$ cat src/logic/cfg_word_pkg.sv
package cfg_word_pkg;

  // Register byte offsets on the APB bus.
  localparam logic [7:0] CONFIG_WORD_OFFSET  = 8'h00;
  localparam logic [7:0] CONTROL_OFFSET      = 8'h04;
  localparam logic [7:0] STATUS_OFFSET       = 8'h08;
  localparam logic [7:0] DEADMAN_TERM_OFFSET = 8'h0C;
  localparam logic [7:0] WATCHDOG_OPEN_OFFSET = 8'h10;

  // Field positions in the configuration word.
  localparam int DEADMAN_ENABLE_BIT   = 31;
  localparam int DEADMAN_COUNT_MSB    = 30;
  localparam int DEADMAN_COUNT_LSB    = 26;
  localparam int WINDOW_SIZE_MSB      = 25;
  localparam int WINDOW_SIZE_LSB      = 24;
  localparam int WATCHDOG_ENABLE_BIT  = 23;
  localparam int WINDOW_DISABLE_BIT   = 22;
  localparam int STOP_ON_PROGRAM_BIT  = 21;

  // Control register bit positions.
  localparam int CTRL_DEADMAN_ON_BIT  = 0;
  localparam int CTRL_WATCHDOG_ON_BIT = 1;

  // Deadman count select: terminal count is 2^(code + base).
  localparam int          DEADMAN_SHIFT_BASE = 8;
  localparam logic [4:0]  DEADMAN_CODE_MAX   = 5'h17;

  // Window size codes.
  localparam logic [1:0] WIN_25   = 2'h3;
  localparam logic [1:0] WIN_37_5 = 2'h2;
  localparam logic [1:0] WIN_50   = 2'h1;
  localparam logic [1:0] WIN_75   = 2'h0;

  // Reset values.
  localparam logic [31:0] CONFIG_RESET  = 32'h0000_0000;
  localparam logic [1:0]  CONTROL_RESET = 2'h0;

  // Load sequence length in cycles after reset release.
  localparam int LOAD_CYCLES = 1;

endpackage

$ cat src/logic/cfg_decode_if.sv
`timescale 1ns/1ps
interface cfg_decode_if;
  logic [31:0] config_word;
  logic [31:0] deadman_terminal;
  logic        deadman_reserved;
  logic [1:0]  window_size;
  logic [7:0]  window_open_eighths;

  modport decoder (
    input  config_word,
    output deadman_terminal,
    output deadman_reserved,
    output window_size,
    output window_open_eighths
  );
  modport user (
    output config_word,
    input  deadman_terminal,
    input  deadman_reserved,
    input  window_size,
    input  window_open_eighths
  );
endinterface

$ cat src/logic/cfg_field_decode.sv
`timescale 1ns/1ps
module cfg_field_decode (
  cfg_decode_if.decoder dec
);

  logic [4:0] code;

  assign code = dec.config_word[cfg_word_pkg::DEADMAN_COUNT_MSB:cfg_word_pkg::DEADMAN_COUNT_LSB];

  always_comb begin
    dec.deadman_terminal = 32'h0000_0000;
    dec.deadman_reserved = (code > cfg_word_pkg::DEADMAN_CODE_MAX);
    // Reserved codes give a zero terminal count so the timer never fires on junk.
    if (!dec.deadman_reserved) begin
      dec.deadman_terminal = 32'h0000_0001 << (5'(code) + 5'(cfg_word_pkg::DEADMAN_SHIFT_BASE));
    end
  end

  assign dec.window_size =
    dec.config_word[cfg_word_pkg::WINDOW_SIZE_MSB:cfg_word_pkg::WINDOW_SIZE_LSB];

  always_comb begin
    case (dec.window_size)
      cfg_word_pkg::WIN_25:   dec.window_open_eighths = 8'h02;
      cfg_word_pkg::WIN_37_5: dec.window_open_eighths = 8'h03;
      cfg_word_pkg::WIN_50:   dec.window_open_eighths = 8'h04;
      cfg_word_pkg::WIN_75:   dec.window_open_eighths = 8'h06;
      default:                dec.window_open_eighths = 8'h06;
    endcase
  end

endmodule

$ cat src/logic/watchdog_deadman_config_word.sv
// Our own choices: the address map and the APB interface to the registers.
`timescale 1ns/1ps
// Functional notes
// - Deadman fuse 1 forces deadman on; fuse 0 starts off, software may enable.
// - Count select bits 30..26 give terminal count 2^(code+8); codes above 10111 reserved.
// - Window size bits 25..24: 11=25%, 10=37.5%, 01=50%, 00=75%.
// - Watchdog fuse 1 forces watchdog on; fuse 0 starts off, software may enable.
// - Window disable 1 means non-window mode; 0 means windowed service only.
// - Stop-on-program 1 halts watchdog during flash programming; 0 keeps counting.
module watchdog_deadman_config_word (
  input  wire logic        pclk,
  input  wire logic        presetn,
  input  wire logic [31:0] nvm_config_word,
  input  wire logic        flash_programming,
  input  wire logic        psel,
  input  wire logic        penable,
  input  wire logic        pwrite,
  input  wire logic [7:0]  paddr,
  input  wire logic [31:0] pwdata,
  output logic      [31:0] prdata,
  output logic             pready,
  output logic             pslverr,
  output logic             config_valid,
  output logic             deadman_enabled,
  output logic      [31:0] deadman_terminal,
  output logic             watchdog_enabled,
  output logic             watchdog_windowed,
  output logic      [7:0]  watchdog_open_eighths,
  output logic             watchdog_count_halt
);

  typedef enum logic [1:0] {
    ST_LOAD = 2'b00,
    ST_RUN  = 2'b01
  } load_state_t;

  load_state_t state_reg;
  load_state_t state_next;
  logic [31:0] config_reg;
  logic [31:0] config_next;
  logic [1:0]  control_reg;
  logic [1:0]  control_next;
  logic [31:0] prdata_reg;
  logic [31:0] prdata_next;
  logic        err_reg;
  logic        err_next;

  logic        deadman_fuse;
  logic        watchdog_fuse;
  logic        access;
  logic        deadman_reserved;

  cfg_decode_if dec_if ();

  cfg_field_decode u_decode (
    .dec (dec_if.decoder)
  );

  assign dec_if.config_word = config_reg;
  assign deadman_reserved   = dec_if.deadman_reserved;

  assign deadman_fuse  = config_reg[cfg_word_pkg::DEADMAN_ENABLE_BIT];
  assign watchdog_fuse = config_reg[cfg_word_pkg::WATCHDOG_ENABLE_BIT];

  // one load at reset release, then frozen.
  always_comb begin
    state_next  = state_reg;
    config_next = config_reg;
    case (state_reg)
      ST_LOAD: begin
        config_next = nvm_config_word;
        state_next  = ST_RUN;
      end
      ST_RUN: begin
        config_next = config_reg;
      end
      default: begin
        state_next = ST_LOAD;
      end
    endcase
  end

  assign access = psel & penable;

  // Software enables; a blown fuse pins the bit high so writes cannot clear it.
  always_comb begin
    control_next = control_reg;
    if (access && pwrite && paddr == cfg_word_pkg::CONTROL_OFFSET) begin
      control_next = pwdata[1:0];
    end
    if (state_reg == ST_RUN && deadman_fuse) begin
      control_next[cfg_word_pkg::CTRL_DEADMAN_ON_BIT] = 1'b1;
    end
    if (state_reg == ST_RUN && watchdog_fuse) begin
      control_next[cfg_word_pkg::CTRL_WATCHDOG_ON_BIT] = 1'b1;
    end
  end

  // Register reads; the configuration word is read-only and writes to it are errors.
  always_comb begin
    prdata_next = 32'h0000_0000;
    err_next    = 1'b0;
    if (psel && !penable) begin
      case (paddr)
        cfg_word_pkg::CONFIG_WORD_OFFSET: begin
          prdata_next = config_reg;
          err_next    = pwrite;
        end
        cfg_word_pkg::CONTROL_OFFSET: begin
          prdata_next = {30'h0, control_reg};
        end
        cfg_word_pkg::STATUS_OFFSET: begin
          prdata_next = {27'h0, deadman_reserved, watchdog_count_halt,
                         watchdog_windowed, watchdog_enabled, deadman_enabled};
          err_next    = pwrite;
        end
        cfg_word_pkg::DEADMAN_TERM_OFFSET: begin
          prdata_next = dec_if.deadman_terminal;
          err_next    = pwrite;
        end
        cfg_word_pkg::WATCHDOG_OPEN_OFFSET: begin
          prdata_next = {24'h00_0000, dec_if.window_open_eighths};
          err_next    = pwrite;
        end
        default: begin
          err_next = 1'b1;
        end
      endcase
    end else if (access) begin
      prdata_next = prdata_reg;
      err_next    = err_reg;
    end
  end

  always_ff @(posedge pclk or negedge presetn) begin
    if (!presetn) begin
      state_reg   <= ST_LOAD;
      config_reg  <= cfg_word_pkg::CONFIG_RESET;
      control_reg <= cfg_word_pkg::CONTROL_RESET;
      prdata_reg  <= 32'h0000_0000;
      err_reg     <= 1'b0;
    end else begin
      state_reg   <= state_next;
      config_reg  <= config_next;
      control_reg <= control_next;
      prdata_reg  <= prdata_next;
      err_reg     <= err_next;
    end
  end

  // Zero wait states: data is captured in setup and answered in the access cycle.
  assign pready  = 1'b1;
  assign prdata  = prdata_reg;
  assign pslverr = access & err_reg;

  assign config_valid     = (state_reg == ST_RUN);
  assign deadman_enabled  = control_reg[cfg_word_pkg::CTRL_DEADMAN_ON_BIT];
  assign watchdog_enabled = control_reg[cfg_word_pkg::CTRL_WATCHDOG_ON_BIT];
  assign deadman_terminal = dec_if.deadman_terminal;
  // windowed mode when disable bit is zero.
  assign watchdog_windowed = config_valid & ~config_reg[cfg_word_pkg::WINDOW_DISABLE_BIT];
  assign watchdog_open_eighths = dec_if.window_open_eighths;
  // halt only while programming with the stop bit set.
  assign watchdog_count_halt = config_reg[cfg_word_pkg::STOP_ON_PROGRAM_BIT] & flash_programming;

endmodule

$ cat config.mk
export PLATFORM = sky130hd
export DESIGN_NAME = watchdog_deadman_config_word
export DESIGN_NICKNAME = d
export VERILOG_FILES = /design/src/logic/cfg_word_pkg.sv /design/src/logic/cfg_decode_if.sv /design/src/logic/cfg_field_decode.sv /design/src/logic/watchdog_deadman_config_word.sv
export SDC_FILE = /design/constraint.sdc
export NUM_CORES = 1
export LEC_CHECK = 0
export ABC_AREA = 1
export BUFFER_PORTS_ARGS = -buffer_cell sky130_fd_sc_hd__buf_2
export CAP_MARGIN = 10
export CORE_ASPECT_RATIO = 0.7
export CORE_MARGIN = 2
export CORE_UTILIZATION = 48
export CTS_CLUSTER_SIZE = 24
export DETAILED_ROUTE_END_ITERATION = 7
export PLACE_DENSITY_LB_ADDON = 0.08
export REMOVE_ABC_BUFFERS = 1
export SLEW_MARGIN = 25
export SYNTH_ARGS = -nofsm -noshare
export SYNTH_HDL_FRONTEND = slang
export SYNTH_SLANG_ARGS = --single-unit
$ cat constraint.sdc
create_clock -name pclk -period 1.6 [get_ports pclk]
set_input_delay 0.08 -clock pclk [delete_from_list [all_inputs] [get_ports pclk]]
set_output_delay 0.08 -clock pclk [all_outputs]
set_load 0.05 [all_outputs]
* After elaboration in Yosys (flattened, before gate mapping)
Cells that the tools add are included.
Cells by class: $add $sub $neg 1, magnitude comparators 1, equal/unequal tests 9, shift-type cells 1, mux-type cells 12, bitwise operators 5, reduce and logical (&&, ||, !) cells 12
Operators by type and width (number):
- 32-bit one-hot mux with 5 select lines | 1
- 32-bit two-way mux | 3
- 8-bit one-hot mux with 4 select lines | 1
- 1-bit by 5-bit left shift with 32-bit output, first input constant | 1
- 8-bit by 4-bit equality test with 1-bit output, second input constant | 2
- 8-bit by 3-bit equality test with 1-bit output, second input constant | 1
- 8-bit by 5-bit equality test with 1-bit output, second input constant | 1
- 8-bit logical NOT | 1
- 5-bit by 4-bit adder with 5-bit output, second input constant | 1
- 5-bit greater-than comparator, second input constant | 1
- 1-bit logical AND | 5
- 1-bit bitwise AND | 4
- 2-bit by 1-bit equality test with 1-bit output, second input constant | 2
- 2-bit equality test, second input constant | 2
- 2-bit logical NOT | 2
- 1-bit two-way mux | 4
- 2-bit one-hot mux with 2 select lines | 1
- 2-bit nonzero test | 2
- 4-bit OR reduction | 1
- 2-bit two-way mux | 1
- 2-bit by 1-bit inequality test with 1-bit output, second input constant | 1
- 1-bit one-hot mux with 2 select lines | 1
- 1-bit logical NOT | 1
- 1-bit inverter | 1
Storage, ports and cells: bits in registers 69, input port bits 78, output and inout port bits 79, logic and storage cells 47

* Longest topological paths before layout
depth in word-level cells 5, mapped depth 10, gate-level depth less buffers 10

* By module
From an unflattened synthesis, not the netlist that was laid out.
Unflattened totals: cells, all modules 479, area total of the unflattened synthesis 3622.2 µm²
Modules (own cells, without submodules):
- watchdog_deadman_config_word | instances 1, cells an instance 404, area an instance 3228.1 µm², sequential area each 1701.6 µm²
- cfg_field_decode | instances 1, cells an instance 75, area an instance 394.1 µm², sequential area each 0.0 µm²

* Least setup slack after synthesis
No wires, ideal clock.
path type flip-flop to flip-flop, start point register config_reg[29], end point register prdata_reg[27], in the netlist prdata[27], library setup time 79 ps, data arrival time 2016 ps, data required time 1521 ps, slack -495 ps, cell stages (with the launch flop) 9, buffers on the path 1, clock period less this slack 2095 ps, cell sequence dfrtp_1 -> ha_1 -> inv_1 -> nor2_1 -> inv_1 -> buf_6 -> nor2_1 -> a22oi_1 -> o21ai_1
On the way: cells in the longest elaborated chain, start to end 5, elaborated cells between the ends (all ways) 6, classes of those cells 1 x add/sub; 1 x order compare; 1 x shift; 3 x mux
RTL lines:
- from (decl) | RTL line watchdog_deadman_config_word.sv:39 | logic [31:0] config_reg;
- from (signal assigned) | RTL line watchdog_deadman_config_word.sv:138 | config_reg <= cfg_word_pkg::CONFIG_RESET;
- from (signal assigned) | RTL line watchdog_deadman_config_word.sv:144 | config_reg <= config_next;
- 5-bit by 4-bit adder with 5-bit output | RTL line cfg_field_decode.sv:15 | dec.deadman_terminal = 32'h0000_0001 << (5'(code) + 5'(cfg_word_pkg::DEADMAN_SHIFT_BASE));
- 1-bit by 5-bit left shift with 32-bit output | RTL line cfg_field_decode.sv:15
- 32-bit two-way mux * | RTL line cfg_field_decode.sv:14 | if (!dec.deadman_reserved) begin
- net deadman_terminal[27] | RTL line watchdog_deadman_config_word.sv:25 | output logic [31:0] deadman_terminal,
- 32-bit one-hot mux with 5 select lines * | RTL line watchdog_deadman_config_word.sv:104 | case (paddr)
- 32-bit two-way mux * | RTL line watchdog_deadman_config_word.sv:103 | if (psel && !penable) begin
- to (signal assigned) | RTL line watchdog_deadman_config_word.sv:146 | prdata_reg <= prdata_next;
- to (decl) | RTL line watchdog_deadman_config_word.sv:43 | logic [31:0] prdata_reg;
Mark *: on every way through the listed nets, which the timed path passes. The rest lies on a longest branch. A chain may end at the register's enable or synchronous reset.

* Worst setup path after layout
start point register config_reg[29], end point output port deadman_terminal[20]
On the way: cells in the longest elaborated chain, start to end 3, elaborated cells between the ends (all ways) 4, classes of those cells 1 x add/sub; 1 x order compare; 1 x shift; 1 x mux
RTL lines (RTL line):
- 5-bit by 4-bit adder with 5-bit output | cfg_field_decode.sv:15
- 1-bit by 5-bit left shift with 32-bit output | cfg_field_decode.sv:15
- 32-bit two-way mux * | cfg_field_decode.sv:14
- to (decl) | watchdog_deadman_config_word.sv:25
Mark *: on every way between the ends. The rest lies on a longest branch, timed or not.

==> flow_summary_export.csv <==
group,metric,value,unit
sta,tightestPinTransition,542,ps
layout,finalNetCount,749,
pwr,power.ir.vdd_worst,0.000422,V
critical_path,worstSetupPathType,"reg -> out",
route,drt_wl_total,11300,um
layout,antenna-diode-count,0,
pwr,net-switching-power,0.00137,W
run_status,status,"finished with violations",
sta,finalMaxSlewViolations,0,
pwr,internal_power,0.00282,W
critical_path,crit_path_max_fanout,8,
placement,io_buffers,120,
critical_path,worst_setup_path_startpoint,"config_reg[29]",
route,ant_nets,0,
clock_tree,later_pin_clock_latency_in_the_skew_report,340,ps
run,cap_violations,0,
route,wirelength_met1,4990,um
placement,dp_hpwl,7300,um
min_path,hold_path.startpoint,"nvm_config_word[22]",
min_path,holdCritPathClass,"in -> reg",
synth,synth-seq-cells,68,
layout,instances_no_fill,772,
clock_tree,max-clock-path-buffers,2,
synth,synth.yosys.seq_area_share,0.479,
sta,period_minus_slack,1790,ps
global_routing,all_layer_gr_usage,0.285,
placement,placed_cells_incl_taps,705,
clock_tree,htree_num_levels,3,
critical_path,cp_common_cell,"nor2_4",
critical_path,timing.critical_path.cells,"ha_4, inv_2, nor2_4, buf_12, inv_12, nor2_4, buf_8",
pwr,p_clk_frac,0.299,
route,drc_errors,0,
floorplanning,design.portCount,157,
critical_path,cp.required,1520,ps
floorplanning,fp.dieArea,0.00812,mm^2
floorplanning,starting_density_of_the_core,0.492,
route,drt_first_iter_violations,211,
clock_tree,cts_tree,"built",
floorplanning,num_rows,26,
global_routing,grt_max_degree,39,
global_routing,number_of_global_route_vias_before_repair,3812,
synth,synth.yosys.warnings,0,
sta,fmax,0.557,GHz
sta,worst_slack,-194,ps
sta,fin_worst_skew,8.27,ps
critical_path,end_kind,"output pin",
critical_path,peak_per_stage_delay_on_the_critical_path,410,ps
placement,dpl_cell_area,0.00428,mm^2
pwr,p_leak,2.90,nW
clock_tree,cts.reportedPaths.clkPinSlew,70,ps
global_routing,grt_antenna_before_repair,0,
sta,report.final.hold_viol_count,0,
global_routing,gr-total-overflow,0,
route,met2_length,5360,um
critical_path,worst-endpoint-arrival,1710,ps
route,detail_route.vias_per_cell,4.96,
layout,final_cell_area,0.00556,mm^2
floorplanning,die_x,107,um
sta,layout_worst_path_cycle_share,1.12,
floorplanning,die-height,76.0,um
synth,post_synth_instance_area,0.00356,mm^2
placement,gp_congestion,0.873,
route,drtPass1Iterations,5,
critical_path,worst_setup_path_start_kind,"flop",
clock_tree,cts_buffers,9,
pwr,sequentialPowerShare,0.441,
synth,post_synth_inst_count,495,
layout,flow.area_growth_from_synthesis,56.4,%
critical_path,cpMaxStageDelayCell,"dfrtp_1",
pwr,combinational_power_share,0.260,
sta,setup-violations-final,34,
critical_path,r2r_start,"config_reg[29]",
global_routing,grt_first_pass_wirelength,18300,um
layout,share_of_post_route_cells_with_drive_strength_above_1,0.335,
route,via_count,3831,
sta,fin_hold_ws,20.8,ps
clock_tree,cts.sinks,68,
pwr,sw_frac_of_total,0.327,
sta,maxSlewHeadroom,0.638,
route,post_drt_wl_per_cell,14.6,um
pwr,power.density_cell_area,753,mW/mm^2
run_status,violations_in_the_final_reports,"negative setup slack",
sta,rsz0062_at_grt,"true",
synth,yosysUniqueCellTypes,26,
layout,fin_util,0.770,
synth,syn-mean-instance-area,7.18,um^2
route,routed.top_layer,"met4",
clock_tree,cts-root-buf,"clkbuf_8",
route,wl_met3,787,um
floorplanning,core_area,0.00722,mm^2
[final cells by class]
type	count	area, um^2
fill	542	1660
clock buffer	13	159
tap	98	123
inverter	56	236
multi-input combinational	351	1790
timing repair buffer	182	1520
clock inverter	2	10.0
sequential	68	1700
timing repair inverter	2	22.5
[synth_stat cells]
cell type / number / area (um^2)
a22oi_1: 6 / 45.0
buf_2: 3 / 15.0
buf_4: 10 / 75.1
buf_6: 3 / 33.8
clkbuf_1: 9 / 33.8
clkinv_2: 1 / 5.00
conb_1: 2 / 7.51
dfrtp_1: 68 / 1700
ha_1: 1 / 12.5
inv_1: 49 / 184
inv_2: 5 / 18.8
inv_4: 1 / 6.26
nand2_1: 201 / 754
nand2_2: 2 / 12.5
nand2_4: 1 / 11.3
nand3_1: 20 / 100
nand3_2: 1 / 10.0
nand4_1: 2 / 12.5
nor2_1: 59 / 221
nor2_2: 4 / 25.0
nor2_4: 2 / 22.5
nor2_8: 1 / 20.0
nor3_2: 1 / 10.0
o211ai_1: 1 / 7.51
o21ai_0: 19 / 95.1
o21ai_1: 23 / 115
[critical path: cells and delay by family, from the launching register on]
family	cells	cell delay, ps
DFF	1	410
buffers and inverters	4	380
adders and majority gates	1	300
and+or+nand+nor	2	270
[cell usage in the layout (no fill, tap or decap), types with 5 or more instances in the layout]
master	instances
buf_12	5
nand2_1	201
o21ai_0	19
buf_2	88
nor2_1	25
dlygate4sd3_1	34
nand3_1	17
conb_1	7
dfrtp_1	66
a22oi_1	6
clkbuf_8	11
inv_2	5
buf_8	23
buf_6	14
o21ai_1	22
buf_4	18
inv_1	46
nor2_4	36
[power by group through the flow]
stage / clock network (W) / logic (W) / registers, W
finish: 0.00125 / 0.00109 / 0.00184
global route: 0.00135 / 0.00116 / 0.00185
CTS: 0.00127 / 0.00101 / 0.00184
detailed placement: 0 / 0.000671 / 0.00187
global placement: 0 / 0.000660 / 0.00186
floorplan: 0 / 0.000394 / 0.00187
[what timing repair did]
action,CTS,global route
endpoints found under the hold margin,50,1
endpoints found under the setup margin,48,41
buffers inserted,11,5
pin swaps,16,11
hold buffers,33,1
gates resized for setup,149,33
cloned,2,0
[stage by stage]
step           worst slack (ps)  setup TNS, ps  total power [W]
2_1_floorplan             -1120         -34380          0.00227
3_3_place_gp              -43.0           -673          0.00252
3_5_place_dp               -105          -1860          0.00254
4_1_cts                    -207          -4660          0.00413
5_1_grt                    -246          -7000          0.00437
6_report                   -194          -4780          0.00419
[worst paths after layout]
| path | end | depth (start not counted) | slack (ps) |
|---|---|---|---|
| worst max-delay path | deadman_terminal[20] | 7 | -190 |
| worst min-delay path | config_reg[22] | 3 | 20 |
| worst max register to register | prdata[24] | 12 | -50 |
| worst min register to register | prdata[6] | 2 | 480 |
| max in group asynchronous | state_reg[0] | 3 | 790 |
| min in group asynchronous | config_reg[4] | 2 | 270 |
[kinds of logic after synthesis]
| family | share of synthesized area |
|---|---|
| AO/OA/AOI/OAI | 0.0739 |
| flip-flops | 0.479 |
| buffers and inverters | 0.105 |
| AND/OR/NAND/NOR | 0.337 |
| other | 0.00211 |
| adder cells (fa/ha/maj) | 0.00352 |
[routing by layer]
layer,track usage,up-vias
met5,0,-
met4,0.0766,0
met3,0.0599,16
met2,0.468,164
met1,0.385,1805
li1,-,1846
Note: power is estimated with default switching activity, not from simulation.
